[src/hdl/ppl_pkg.sv]
package ppl_pkg;
  // ---------------------------------------------------------------------------
  // Clock and timing
  // ---------------------------------------------------------------------------
  localparam int CLK_PERIOD_NS   = 50;
  localparam int CFG_LOW_US      = 2;     // Least request low width
  localparam int ST2CK_US        = 2;     // Status high to first clock rise
  localparam int CF2CK_US        = 1506;  // Request high to first clock rise
  localparam int STATUS_LOW_MAX_US = 1506;
  localparam int CFG_LOW_CYC     = (CFG_LOW_US * 1000 + CLK_PERIOD_NS - 1) / CLK_PERIOD_NS;
  localparam int ST2CK_CYC       = (ST2CK_US * 1000 + CLK_PERIOD_NS - 1) / CLK_PERIOD_NS;
  localparam int CF2CK_CYC       = (CF2CK_US * 1000 + CLK_PERIOD_NS - 1) / CLK_PERIOD_NS;
  localparam int STATUS_TO_CYC   = (STATUS_LOW_MAX_US * 1000) / CLK_PERIOD_NS;
  localparam int CFG_CLK_HALF    = 2;     // Ref cycles per cfg_clock half period
  localparam int POST_EDGES      = 2;     // Falling edges after load_complete
  localparam int CNT_W           = 16;

  // ---------------------------------------------------------------------------
  // Reset values
  // ---------------------------------------------------------------------------
  localparam logic [15:0] DATA_RST = 16'h0000;

  typedef enum logic [6:0] {
    PPL_IDLE  = 7'b0000001,
    PPL_REQ   = 7'b0000010,
    PPL_WAIT  = 7'b0000100,
    PPL_LOAD  = 7'b0001000,
    PPL_POST  = 7'b0010000,
    PPL_DONE  = 7'b0100000,
    PPL_FAIL  = 7'b1000000
  } ppl_state_t;

  typedef struct packed {
    logic        wide;       // 1 = 16-bit bus
    logic        decompress;
    logic        secure;
    logic        monitor;    // Watch the status line
  } ppl_mode_t;

  typedef struct packed {
    logic        config_request_n;
    logic        cfg_clock;
    logic [15:0] data;
  } ppl_pins_t;

  // Clock cycles per word
  function automatic logic [2:0] ppl_ratio(input ppl_mode_t m);
    if (m.decompress)
      ppl_ratio = m.wide ? 3'h4 : 3'h2;
    else if (m.wide && m.secure)
      ppl_ratio = 3'h2;
    else
      ppl_ratio = 3'h1;
  endfunction : ppl_ratio
endpackage : ppl_pkg

[src/hdl/ppl_sync.sv]
module ppl_sync
  import ppl_pkg::*;
#(
  parameter int W = 3
) (
  // Clock and reset
  input  wire logic         ref_clk,
  input  wire logic         reset,
  // Signals
  input  wire logic [W-1:0] async_in,
  output logic      [W-1:0] sync_out
);
  logic [W-1:0] stage1;

  // ---------------------------------------------------------------------------
  // Two-stage synchroniser
  // ---------------------------------------------------------------------------
  always_ff @(posedge ref_clk) begin
    if (reset) begin
      stage1   <= '0;
      sync_out <= '0;
    end else begin
      stage1   <= async_in;
      sync_out <= stage1;
    end
  end
endmodule : ppl_sync

[src/hdl/ppl_host.sv]
// Behaviour
// RL1 - 8-bit bus: one clock per word, two with decompression.
// RL2 - 16-bit bus: one, two with security only, four with decompression.
// RL3 - User mode has all three lines high; driving request low restarts.
// RL4 - Device holds status low through its power-on delay.
// RL5 - Load-complete stays low until all data accepted.
// RL6 - Data sits on low sixteen or low eight lines.
// RL7 - Host sends whole image; device raises load-complete afterwards.
// RL8 - Host gives two more falling clock edges after load-complete rises.
// RL9 - After completion clock is ignored; host holds it at a level.
// RL10 - Init-complete output low until initialization finishes, if enabled.
// RL11 - Host may pause clock low; data valid before next rising edge.
// RL12 - Device drops load-complete and status within 600 ns of request low.
// RL13 - Host holds request low at least 2 us.
// RL14 - Device holds status low 268 to 1,506 us.
// RL15 - Device releases status within 1,506 us of request high.
// RL16 - First clock rise 2 us after status high, else 1,506 us after request.
// RL17 - Internal oscillator: user mode 175 to 437 us after load-complete.
// RL18 - User init clock enabled four clock periods after load-complete.
// RL19 - Configuration clock never faster than 125 MHz.
// RL20 - Data word stays stable over all clocks of that word.
module ppl_host
  import ppl_pkg::*;
#(
  parameter int CF2CK_CYCLES  = CF2CK_CYC,
  parameter int STATUS_CYCLES = STATUS_TO_CYC
) (
  // Clock and reset
  input  wire logic        ref_clk,
  input  wire logic        reset,
  // User side
  input  wire logic        start,
  input  wire ppl_mode_t   mode,
  input  wire logic [15:0] word_data,
  input  wire logic        word_valid,
  output logic             word_ready,
  input  wire logic        word_last,
  output logic             busy,
  output logic             done,
  output logic             error,
  // Device pins
  output ppl_pins_t        pins,
  input  wire logic        status_n,
  input  wire logic        load_complete,
  input  wire logic        init_complete
);
  ppl_state_t  state;
  logic [CNT_W-1:0] cnt;
  logic [CNT_W-1:0] tmo;
  logic [2:0]  ratio;
  logic [2:0]  beat;
  logic [1:0]  half;
  logic [1:0]  edges;
  logic        last_word;
  logic        status_s;
  logic        lc_s;
  logic        id_s;
  logic        clk_rise;
  logic        clk_fall;
  // Pin registers kept apart so that each one has a single writing process
  logic        config_request_n;
  logic        cfg_clock;
  logic [15:0] pin_data;

  ppl_sync #(.W(3)) u_sync (
    .ref_clk  (ref_clk),
    .reset    (reset),
    .async_in ({status_n, load_complete, init_complete}),
    .sync_out ({status_s, lc_s, id_s})
  );

  // ---------------------------------------------------------------------------
  // Clock divider: 4 ref cycles per cfg_clock period, 5 MHz well under 125 MHz
  // ---------------------------------------------------------------------------
  wire clk_run = (state == PPL_LOAD && (word_valid || beat != 3'h0)) || state == PPL_POST;
  assign clk_rise = clk_run && !cfg_clock && half == 2'(CFG_CLK_HALF - 1);
  assign clk_fall = cfg_clock && half == 2'(CFG_CLK_HALF - 1);

  always_ff @(posedge ref_clk) begin
    if (reset) begin
      half <= 2'h0;
      cfg_clock <= 1'b0;
    end else if (clk_rise || clk_fall) begin
      half <= 2'h0;
      cfg_clock <= !cfg_clock;              // RL19
    end else if (clk_run || cfg_clock) begin
      half <= half + 2'h1;
    end else begin
      half <= 2'h0;                         // RL11 pause with clock low
    end
  end

  // Word is taken when its last clock rises
  assign word_ready = state == PPL_LOAD && clk_rise && beat == ratio - 3'h1;

  // ---------------------------------------------------------------------------
  // Sequence control
  // ---------------------------------------------------------------------------
  always_ff @(posedge ref_clk) begin
    if (reset) begin
      state <= PPL_IDLE;
      cnt   <= '0;
      tmo   <= '0;
      ratio <= 3'h1;
      beat  <= 3'h0;
      edges <= 2'h0;
      last_word <= 1'b0;
      config_request_n <= 1'b1;
      pin_data <= DATA_RST;
      done  <= 1'b0;
      error <= 1'b0;
    end else begin
      unique case (state)
        PPL_IDLE: begin
          if (start) begin
            ratio <= ppl_ratio(mode);                      // RL1 RL2
            config_request_n <= 1'b0;                      // RL3
            cnt   <= '0;
            done  <= 1'b0;
            error <= 1'b0;
            last_word <= 1'b0;
            state <= PPL_REQ;
          end
        end
        PPL_REQ: begin
          cnt <= cnt + 1'b1;
          if (cnt == CNT_W'(CFG_LOW_CYC - 1)) begin       // RL13
            config_request_n <= 1'b1;
            cnt <= '0;
            tmo <= '0;
            state <= PPL_WAIT;
          end
        end
        PPL_WAIT: begin
          // RL16 gap before first rise; status seen low restarts the count
          tmo <= tmo + 1'b1;
          if (mode.monitor && !status_s) begin
            cnt <= '0;
            if (tmo == CNT_W'(STATUS_CYCLES))              // RL15
              state <= PPL_FAIL;
          end else begin
            cnt <= cnt + 1'b1;
            if (cnt == CNT_W'(mode.monitor ? ST2CK_CYC - 1 : CF2CK_CYCLES - 1)) begin
              beat  <= 3'h0;
              state <= PPL_LOAD;                           // RL16
            end
          end
        end
        PPL_LOAD: begin
          if (mode.monitor && !status_s) begin
            state <= PPL_FAIL;
          end else if (beat == 3'h0 && word_valid && !clk_run) begin
            state <= PPL_LOAD;
          end else begin
            if (beat == 3'h0 && word_valid && !cfg_clock && half == 2'h0) begin
              // RL6 narrow bus uses low byte only
              pin_data <= mode.wide ? word_data : {8'h00, word_data[7:0]};
              last_word <= word_last;
            end
            if (clk_rise) begin
              if (beat == ratio - 3'h1) begin              // RL20
                beat <= 3'h0;
                if (last_word) begin                       // RL7
                  edges <= 2'h0;
                  state <= PPL_POST;
                end
              end else begin
                beat <= beat + 3'h1;
              end
            end
          end
        end
        PPL_POST: begin
          if (clk_fall && lc_s) begin
            edges <= edges + 2'h1;
            if (edges == 2'(POST_EDGES - 1))               // RL8
              state <= PPL_DONE;
          end
        end
        PPL_DONE: begin
          pin_data <= DATA_RST;                            // RL9 clock parked low
          // Init clock is left to the device; only its completion is awaited
          if (id_s) begin                                  // RL18
            done  <= 1'b1;                                 // RL10
            state <= PPL_IDLE;
          end
        end
        PPL_FAIL: begin
          error <= 1'b1;
          pin_data <= DATA_RST;
          state <= PPL_IDLE;
        end
        default: state <= PPL_IDLE;
      endcase
    end
  end

  assign busy = state != PPL_IDLE;
  assign pins = '{config_request_n: config_request_n, cfg_clock: cfg_clock, data: pin_data};
endmodule : ppl_host

[config.mk]
export PLATFORM = sky130hd
export DESIGN_NAME = ppl_host
export DESIGN_NICKNAME = d
export VERILOG_FILES = /design/src/hdl/ppl_pkg.sv /design/src/hdl/ppl_sync.sv /design/src/hdl/ppl_host.sv
export SDC_FILE = /design/constraint.sdc
export NUM_CORES = 1
export LEC_CHECK = 0
export BUFFER_PORTS_ARGS = -buffer_cell sky130_fd_sc_hd__buf_2
export CAP_MARGIN = 25
export CELL_PAD_IN_SITES_DETAIL_PLACEMENT = 0
export CELL_PAD_IN_SITES_GLOBAL_PLACEMENT = 1
export CORE_UTILIZATION = 35
export DETAILED_ROUTE_END_ITERATION = 8
export HOLD_SLACK_MARGIN = 0.1
export PLACE_DENSITY_LB_ADDON = 0.1
export SYNTH_ARGS = -nofsm -noshare
export SYNTH_HDL_FRONTEND = slang
export SYNTH_SLANG_ARGS = --single-unit
[constraint.sdc]
create_clock -name ref_clk -period 2.05 [get_ports ref_clk]
set_clock_uncertainty 0.05 [all_clocks]
set_input_delay 0.3075 -clock ref_clk [delete_from_list [all_inputs] [get_ports ref_clk]]
set_output_delay 0.3075 -clock ref_clk [all_outputs]
set_load 0.01 [all_outputs]
# == Word level (Yosys, flattened, before mapping) ==
# Index checks and enable logic that the tools add are counted.
# totals
register_bits,76
latchBits,0
mem_bits_rw,0
mem_bits_ro,0
in_bits,28
out_inout_bits,22
elab_cells,152
memories,0
# op_classes
add_sub_neg,6
multipliers,0
div_mod_pow,0
order_cmp,0
n_eq_ne,32
shifts,0
n_mux,53
bitwise,1
n_reduce_logical,45
# ops
cell,n
$mux W16,8
$mux W7,13
$pmux W16 S2,2
$pmux W16 S3,1
$pmux W7 S6,1
$add A16 B1 Y16 const B,2
$mux W3,8
$eq A16 B15 Y1,1
$eq A16 B15 Y1 const B,1
$eq A16 B6 Y1 const B,1
$ne A2 B2 Y1 const B,8
$reduce_bool A2 Y1,8
$mux W15,1
$mux W2,7
$logic_and A1 B1 Y1,13
$ne A2 B1 Y1 const B,5
$reduce_and A10 Y1,1
$ne A4 B2 Y1 const B,2
$pmux W1 S2,4
$reduce_and A2 Y1,4
$eq A7 B1 Y1 const B,1
$eq A7 B2 Y1 const B,1
$eq A7 B3 Y1 const B,1
$eq A7 B4 Y1 const B,1
27 further kinds,42

# == Logic depth before layout (Yosys ltp) ==
# Gate-level depths: netlist of the first run.
# logic_depth
ltp_word,10
depth_mapped,9
ltp_nobuf,7

# == Hierarchy ==
# A second synthesis of the first run with hierarchy kept.
# hier_totals
cells_unflattened,428
area_unflattened_um2,3744.8
# by_module_without_submodules
mod,instances,cells_per_inst,area_each_um2,seq_area_each_um2
ppl_host,1,416,3587.2,1401.3
ppl_sync,1,12,157.7,120.1

# == Worst setup path after synthesis of the first run ==
# No wires, ideal clock.
# synth_timing
path_type,reg-to-reg
from,reg state[6]
to,reg tmo[12]
setup_ns,0.070
arrival_ns,2.117
required_ns,1.930
setup_slack_ns,-0.187
path_stages_with_launch,7
n_path_buf,1
period_less_slack_ns,2.237
cell_sequence,dfxtp_1 buf_2 or4_4 nor3_4 o2111ai_4 or4_1 a21oi_1
# synth_via
elab_chain_len,3
elab_cells_between_ends,6
classes_between,eq/ne: 3; mux: 1; reduce/logical: 2
# synth_lines
element,line_no,rtl
from (decl),ppl_host.sv:47,ppl_state_t state;
from (signal assigned),ppl_host.sv:101,state <= PPL_IDLE;
from (signal assigned),ppl_host.sv:122,state <= PPL_REQ;
from (signal assigned),ppl_host.sv:131,state <= PPL_WAIT;
$eq A7 B2 Y1 or $eq A7 B3 Y1 (tied branches),ppl_host.sv:113,unique case (state)
$ne A2 B2 Y1 (no source line) or $reduce_bool A2 Y1 (tied branches),n/a,
$reduce_and A2 Y1 (no source line),n/a,
to (signal assigned),ppl_host.sv:136,tmo <= tmo + 1'b1;
to (decl),ppl_host.sv:49,logic [CNT_W-1:0] tmo;
# Parallel ways exist; a longest one is shown, timed or not.
# A chain may end at the register's enable or synchronous reset.

# == Worst setup path in the final report of the first run ==
# layout_timing
from,reg state[6]
to,out word_ready
# layout_via
elab_chain_len,7
elab_cells_between_ends,8
classes_between,eq/ne: 2; reduce/logical: 6
# layout_lines
element,line_no,rtl
$eq A7 B4 Y1,"ppl_host.sv:75, ppl_host.sv:94",
$logic_and A1 B1 Y1,ppl_host.sv:75,wire clk_run = (state == PPL_LOAD && (word_valid || beat != 3'h0)) || state == PPL_POST;
$logic_or A1 B1 Y1,ppl_host.sv:75,
$logic_and A1 B1 Y1 (2 in series),ppl_host.sv:76,assign clk_rise = clk_run && !cfg_clock && half == 2'(CFG_CLK_HALF - 1);
$logic_and A1 B1 Y1 (*) (2 in series),ppl_host.sv:94,assign word_ready = state == PPL_LOAD && clk_rise && beat == ratio - 3'h1;
to (decl),ppl_host.sv:36,"output logic word_ready,"
# Mark *: on every way between the ends. The rest lies on a longest branch, timed or not.

==> results of run 1 <==
-- final cells by class --
cell class / count / area share, %
Multi-Input combinational cell: 338 / 45.3
Sequential cell: 76 / 28.5
Inverter: 15 / 1.04
Tap cell: 136 / 3.14
Clock inverter: 5 / 1.57
Clock buffer: 11 / 2.61
Timing Repair Buffer: 143 / 17.9
-- logic make-up (layout without fill, tap and decap cells) --
family                   count (synthesis)  count (layout)  share of synthesized area (%)
AO/OA/AOI/OAI                           97              98                           16.8
adder cells (fa/ha/maj)                  9               9                           2.93
buffers and inverters                   39             174                           4.13
flip-flops                              76              76                           39.6
XOR/XNOR                                21              21                           5.18
AND/OR/NAND/NOR                        209             209                           31.1
multiplexers                             1               1                          0.260
-- routing by layer --
layer	vias to the layer above	track usage, %	routed length [um]
met5	-	0	0
met4	0	8.02	201
met3	16	2.74	579
met2	93	32.0	5380
met1	1825	27.8	5220
li1	1930	-	-
-- per-stage QoR --
| stage | worst slack, ps | power [mW] | hold slack, ps | setup TNS, ps |
|---|---|---|---|---|
| floorplan | -58.2 | 2.14 | 364 | -1030 |
| finish | -141 | 4.16 | 129 | -260 |
| CTS | -193 | 4.04 | 114 | -213 |
| detailed placement | -47.9 | 2.60 | 377 | -188 |
| global route | -214 | 4.39 | 123 | -1310 |
| global placement | -77.4 | 2.60 | 367 | -184 |
-- power by group --
group	switching (mW)	total, mW	internal (mW)
Clock	0.585	1.31	0.723
Combinational	0.641	1.26	0.616
Sequential	0.0641	1.60	1.53
Total	1.29	4.16	2.87
-- state kept, by name (all words and copies together) (netlist names), 3 cells and up --
signal	cells
pin_data	16
u_sync.stage1	3
beat	3
tmo	16
ratio	3
u_sync.sync_out	3
cnt	16
state	7
-- synthesized netlist by cell type (2+ instances only) --
cell type	number	area [um^2]
nand4_1	5	31.3
and2_1	5	31.3
inv_1	15	56.3
and3_1	8	50.1
nor2_1	48	180
buf_4	2	15.0
nor3_1	16	80.1
clkbuf_1	17	63.8
nor3b_1	4	30.0
or4_1	4	30.0
o2111a_1	2	22.5
o21ai_1	5	25.0
nand2_1	29	109
a211oi_1	3	22.5
o21ai_0	17	85.1
o2111ai_1	2	17.5
xnor2_1	13	114
nand2b_1	4	25.0
buf_2	4	20.0
xor2_1	7	61.3
nor4bb_1	2	20.0
or3_1	12	75.1
nand3_1	19	95.1
dfxtp_1	76	1520
o211ai_1	4	30.0
a21oi_1	31	155
a32oi_1	2	17.5
nand3b_1	2	15.0
a31o_2	3	26.3
nor4b_1	14	123
nor2b_1	8	50.1
and4_1	4	35.0
a21o_1	2	15.0
a41oi_1	3	26.3
nand4b_1	2	17.5
ha_1	9	113
a311oi_1	3	26.3
nor4_1	11	68.8
a22oi_1	9	67.6
-- how the worst max path moves through the flow --
stage,from,endpoint,slack [ps]
after floorplan,state[0]$_SDFFE_PP1P_,pin_data[14]$_SDFFE_PP0P_,-60
after global placement,state[3]$_SDFFE_PP0P_,state[0]$_SDFFE_PP1P_,-80
after detailed placement,state[6]$_SDFFE_PP0P_,tmo[7]$_SDFFE_PP0P_,-50
after CTS,ratio[0]$_SDFFE_PP1P_,word_ready,-190
after global routing,state[6]$_SDFFE_PP0P_,word_ready,-210
final,state[6]$_SDFFE_PP0P_,word_ready,-140
-- worst max-delay path: cells and delay by family (launching register included) --
family                 cells  cell delay [ps]
AND/OR/NAND/NOR            3              770
flip-flops                 1              370
AO/OA/AOI/OAI              1              180
buffers and inverters      1              150
-- repair_timing --
action                                 4_1_cts  5_1_grt
setup endpoints to repair                   17       44
gates resized for setup                     22       49
setup buffers                                5       10
hold buffers                                 3        0
endpoints found under the hold margin        3        0
gates cloned                                 0        2
pin swaps                                    5       23
==> run metrics, run 1 <==
outcome complete, but fails checks; failing checks setup timing; DR vias/cell 5.34; root buf cell clkbuf_8; CP max stage cell or4b_4; Synth Warn # 0; Hold Path Class primary input to register; RSZ-0062 raised after global routing yes; fin. max-slew vios 0; commonest non-fill, non-tap cell in the layout buf_4; filler cell count 1043; H-tree depth 3; Area after DPL 4760 um^2; Hold Fails Final Rpt 0; fin util 51.7%; vias in the first global route 3644; number of CTS-inserted buffers 9; Routed WL 11400 um; core area 10500 um^2; RR Endpoint state[0]$_SDFFE_PP1P_; Worst setup SP type register; DP Cell Count 689; syn nets 489; most frequent cells in the layout buf_4 (87), dfxtp_1 (67), buf_2 (50); share of cells above drive strength 1 37.1%; synth unique cells 65; crit path cell chain or4b_4 -> o21ai_4 -> nand2_2 -> nor3b_2 -> buf_2; PD cells 769 nW/um^2; sequential area share after synthesis 39.6%; reg2reg path depth 8; num rows 37; Synth Area per Inst 8.50 um^2; Die H 107 um; ys async rst share 0%; worst vdd ir 0.378 mV; CTS tree done; Fmax 456 MHz; crit path DAT 1830 ps; routability congestion estimate 0.801; P&R area growth vs syn 40.8%; I/O pin count 50; Antenna Nets Post-Route 0; Slew Limit Headroom 61.4%; Cells after Synth 452; GRT Total Usage 20.2%; grt ovf 0; HPWL after detailed placement 7930 um; DRC 0; drt pass-1 iters 7; measured slew at the worst slew-check pin 577 ps; fin nets 620; ANT cells 0; number of setup violations in the final report 6; multi-input logic area 2450 um^2; Hold Path Sink pin_data[9]$_SDFFE_PP0P_; Initial Util 36.7%; Die X 107 um; final worst path period share 107%; register area 1540 um^2; Avg WL per Cell 15.7 um; worst setup margin -141 ps; fin area 5410 um^2; synthesized area 3840 um^2; launching point of the worst reg2reg path state[6]$_SDFFE_PP0P_; fin cells 724; Post-synth top flop dfxtp_1; Worst EP required 1690 ps; Max Cap Viol 0; r2r setup slk -50 ps; CTS Buffer Depth 2; WHS Path Cells 3; HP Start word_data[9]; Synth Register Bits 76; largest net degree at the start of global routing 19; IO Port Bufs 49; Setup CP Type register to output port; number of synthesized flops with an enable pin 0; clk_lat worst skew 370 ps; Leak 2.09 nW; clock sink count 76; Worst-path clk slew 90 ps; DR iter-0 viols 181; first-pass GRT wire length 18100 um; CP Capture Type output port; initial antenna violation count 0; die footprint 11400 um^2; largest stage delay on the critical path 540 ps; Final min period 2190 ps; worst-path maximum fanout 6; vias 3864
Note: power is estimated with default switching activity, not from simulation.
==> run 2, diff against run 1 <==
--- a/config.mk
+++ b/config.mk
@@ -9,7 +9,7 @@
 export CAP_MARGIN = 25
 export CELL_PAD_IN_SITES_DETAIL_PLACEMENT = 0
 export CELL_PAD_IN_SITES_GLOBAL_PLACEMENT = 1
-export CORE_UTILIZATION = 35
+export CORE_UTILIZATION = 39
 export DETAILED_ROUTE_END_ITERATION = 8
 export HOLD_SLACK_MARGIN = 0.1
 export PLACE_DENSITY_LB_ADDON = 0.1
==> run 2 against run 1 <==
  * The flow still finishes with violations (setup timing)
  * Die area fell by 10%
  * Clock power decreased by 9.9%
  * Combinational power is 4% higher
  * Worst setup slack better by 29 ps
  * Highest routed layer unchanged
==> run metrics, run 2 (synthesis results as in run 1) <==
fin nets 617; Die X 101 um; CTS Buffer Depth 2; share of cells above drive strength 1 37.3%; clk_lat worst skew 360 ps; Sequential Power Share 39.1%; commonest non-fill, non-tap cell in the layout buf_4; drt pass-1 iters 4; P&R area growth vs syn 40.1%; M2 GR Usage 36.4%; Hold Fails Final Rpt 0; number of CTS-inserted buffers 9; Power Total 4.09 mW; largest net degree at the start of global routing 26; register area 1540 um^2; grt ovf 0; number of setup violations in the final report 16; most frequent cells in the layout buf_4 (83), dfxtp_1 (66), buf_2 (48); worst setup margin -112 ps; I/O pin count 50; failing checks setup timing; Worst-path clk slew 80 ps; Worst setup SP type register; multi-input logic area 2450 um^2; met3 GRT Util 5.31%; internal power 2.75 mW; Initial Util 41.0%; Final min period 2160 ps; vias in the first global route 3649; Hold Path Class primary input to register; clock sink count 76; Leak 2.05 nW; Clk pwr share 28.9%; die footprint 10300 um^2; crit path DAT 2360 ps; Avg WL per Cell 15.6 um; DR vias/cell 5.40; filler cell count 891; DR iter-0 viols 176; core area 9370 um^2; Die H 101 um; final worst path period share 105%; worst vdd ir 0.621 mV; Sw Share 32.8%; first-pass GRT wire length 17800 um; PD cells 760 nW/um^2; Setup CP Type register to register; root buf cell clkbuf_8; Worst EP required 2250 ps; Comb pwr share 31.9%; biggest regs cnt (16), pin_data (16), tmo (16); largest stage delay on the critical path 500 ps; HPWL after detailed placement 7870 um; vias 3857; RSZ-0062 raised after global routing yes; initial antenna violation count 0; Routed WL 11100 um; gr busiest metal met2; routability congestion estimate 0.840; CTS tree done; CP Capture Type register; net switching power 1.34 mW; worst-path maximum fanout 4; Max Cap Viol 0; Area after DPL 4720 um^2; met1 usage 29.6%; ANT cells 0; num rows 35; Fmax 463 MHz; crit path cell chain inv_1 -> ha_1 -> nor3b_1 -> o21ai_4 -> buf_4 -> and3_1 -> o2111a_1 -> a31o_2; DRC 0; Antenna Nets Post-Route 0; CP max stage cell nor3b_1; IO Port Bufs 49; fin area 5390 um^2; GRT Total Usage 22.3%; Slew Limit Headroom 62.2%; outcome complete, but fails checks; fin. max-slew vios 0; H-tree depth 3; measured slew at the worst slew-check pin 566 ps
run 2: cell types whose count changed in the layout (fill, tap and decap cells not counted), moves of 3 or more:
| cell | change |
|---|---|
| o21ai_1 | -6 |
| o21ai_0 | +7 |
| or3_4 | -5 |
| a21oi_1 | +4 |
| or3_1 | +5 |
| a21oi_2 | -4 |
| nor3_2 | +3 |
| buf_4 | -4 |
run 2: metal layers:
| metal | vias to the layer above | wire length, um |
|---|---|---|
| met3 | 12 | 439 |
| met1 | 1823 | 5270 |
| met4 | 0 | 152 |
| met5 | - | 0 |
| met2 | 93 | 5260 |
| li1 | 1929 | - |
run 2: repair_timing:
action | CTS | global route
endpoints found under the setup margin | 10 | 66
hold endpoints to repair | 1 | 0
gates resized for setup | 26 | 39
hold buffers | 1 | 0
gates cloned | 0 | 1
pin swaps | 9 | 11
buffers inserted | 14 | 9
run 2: power by group through the flow:
stage	Combinational (mW)	Clock, mW	Sequential, mW
floorplan	0.550	0	1.59
global placement	0.969	0	1.63
detailed placement	0.979	0	1.63
CTS	1.16	1.22	1.59
global route	1.40	1.28	1.61
finish	1.31	1.18	1.60
run 2: layout make-up:
cell class	instances	share of cell area (%)
clock buffer	9	2.30
timing repair buffer	140	18.1
tap	129	3.00
multi-input combinational	338	45.5
inverter	15	1.05
clock inverter	7	1.42
sequential	76	28.7
run 2: path summary, 6_finish.rpt:
kind | cells after the start | start | end | slack (ps)
max | 8 | beat[0]$_SDFFE_PP0P_ | beat[2]$_SDFFE_PP0P_ | -110
min | 2 | status_n | u_sync.stage1[2]$_SDFF_PP0_ | 110
max reg2reg | 8 | beat[0]$_SDFFE_PP0P_ | beat[2]$_SDFFE_PP0P_ | -110
min reg2reg | 1 | u_sync.stage1[1]$_SDFF_PP0_ | u_sync.sync_out[1]$_SDFF_PP0_ | 390
run 2: metrics by stage:
step	cells	utilization [%]	TNS [ps]	setup slack, ps	hold slack (ps)
2_1_floorplan	452	-	-1030	-58.2	364
3_3_place_gp	676	50.4	-81.8	-69.0	368
3_5_place_dp	676	50.4	-105	-40.8	373
4_1_cts	706	54.6	-778	-119	101
5_1_grt	714	57.5	-3760	-207	110
6_report	714	57.5	-751	-112	111
run 2: worst max-delay path: cells and delay by family (launching register included):
kind,cells,cell delay [ps]
flip-flops,1,320
AO/OA/AOI/OAI,3,610
AND/OR/NAND/NOR,2,680
adder cells (fa/ha/maj),1,180
buffers and inverters,2,220
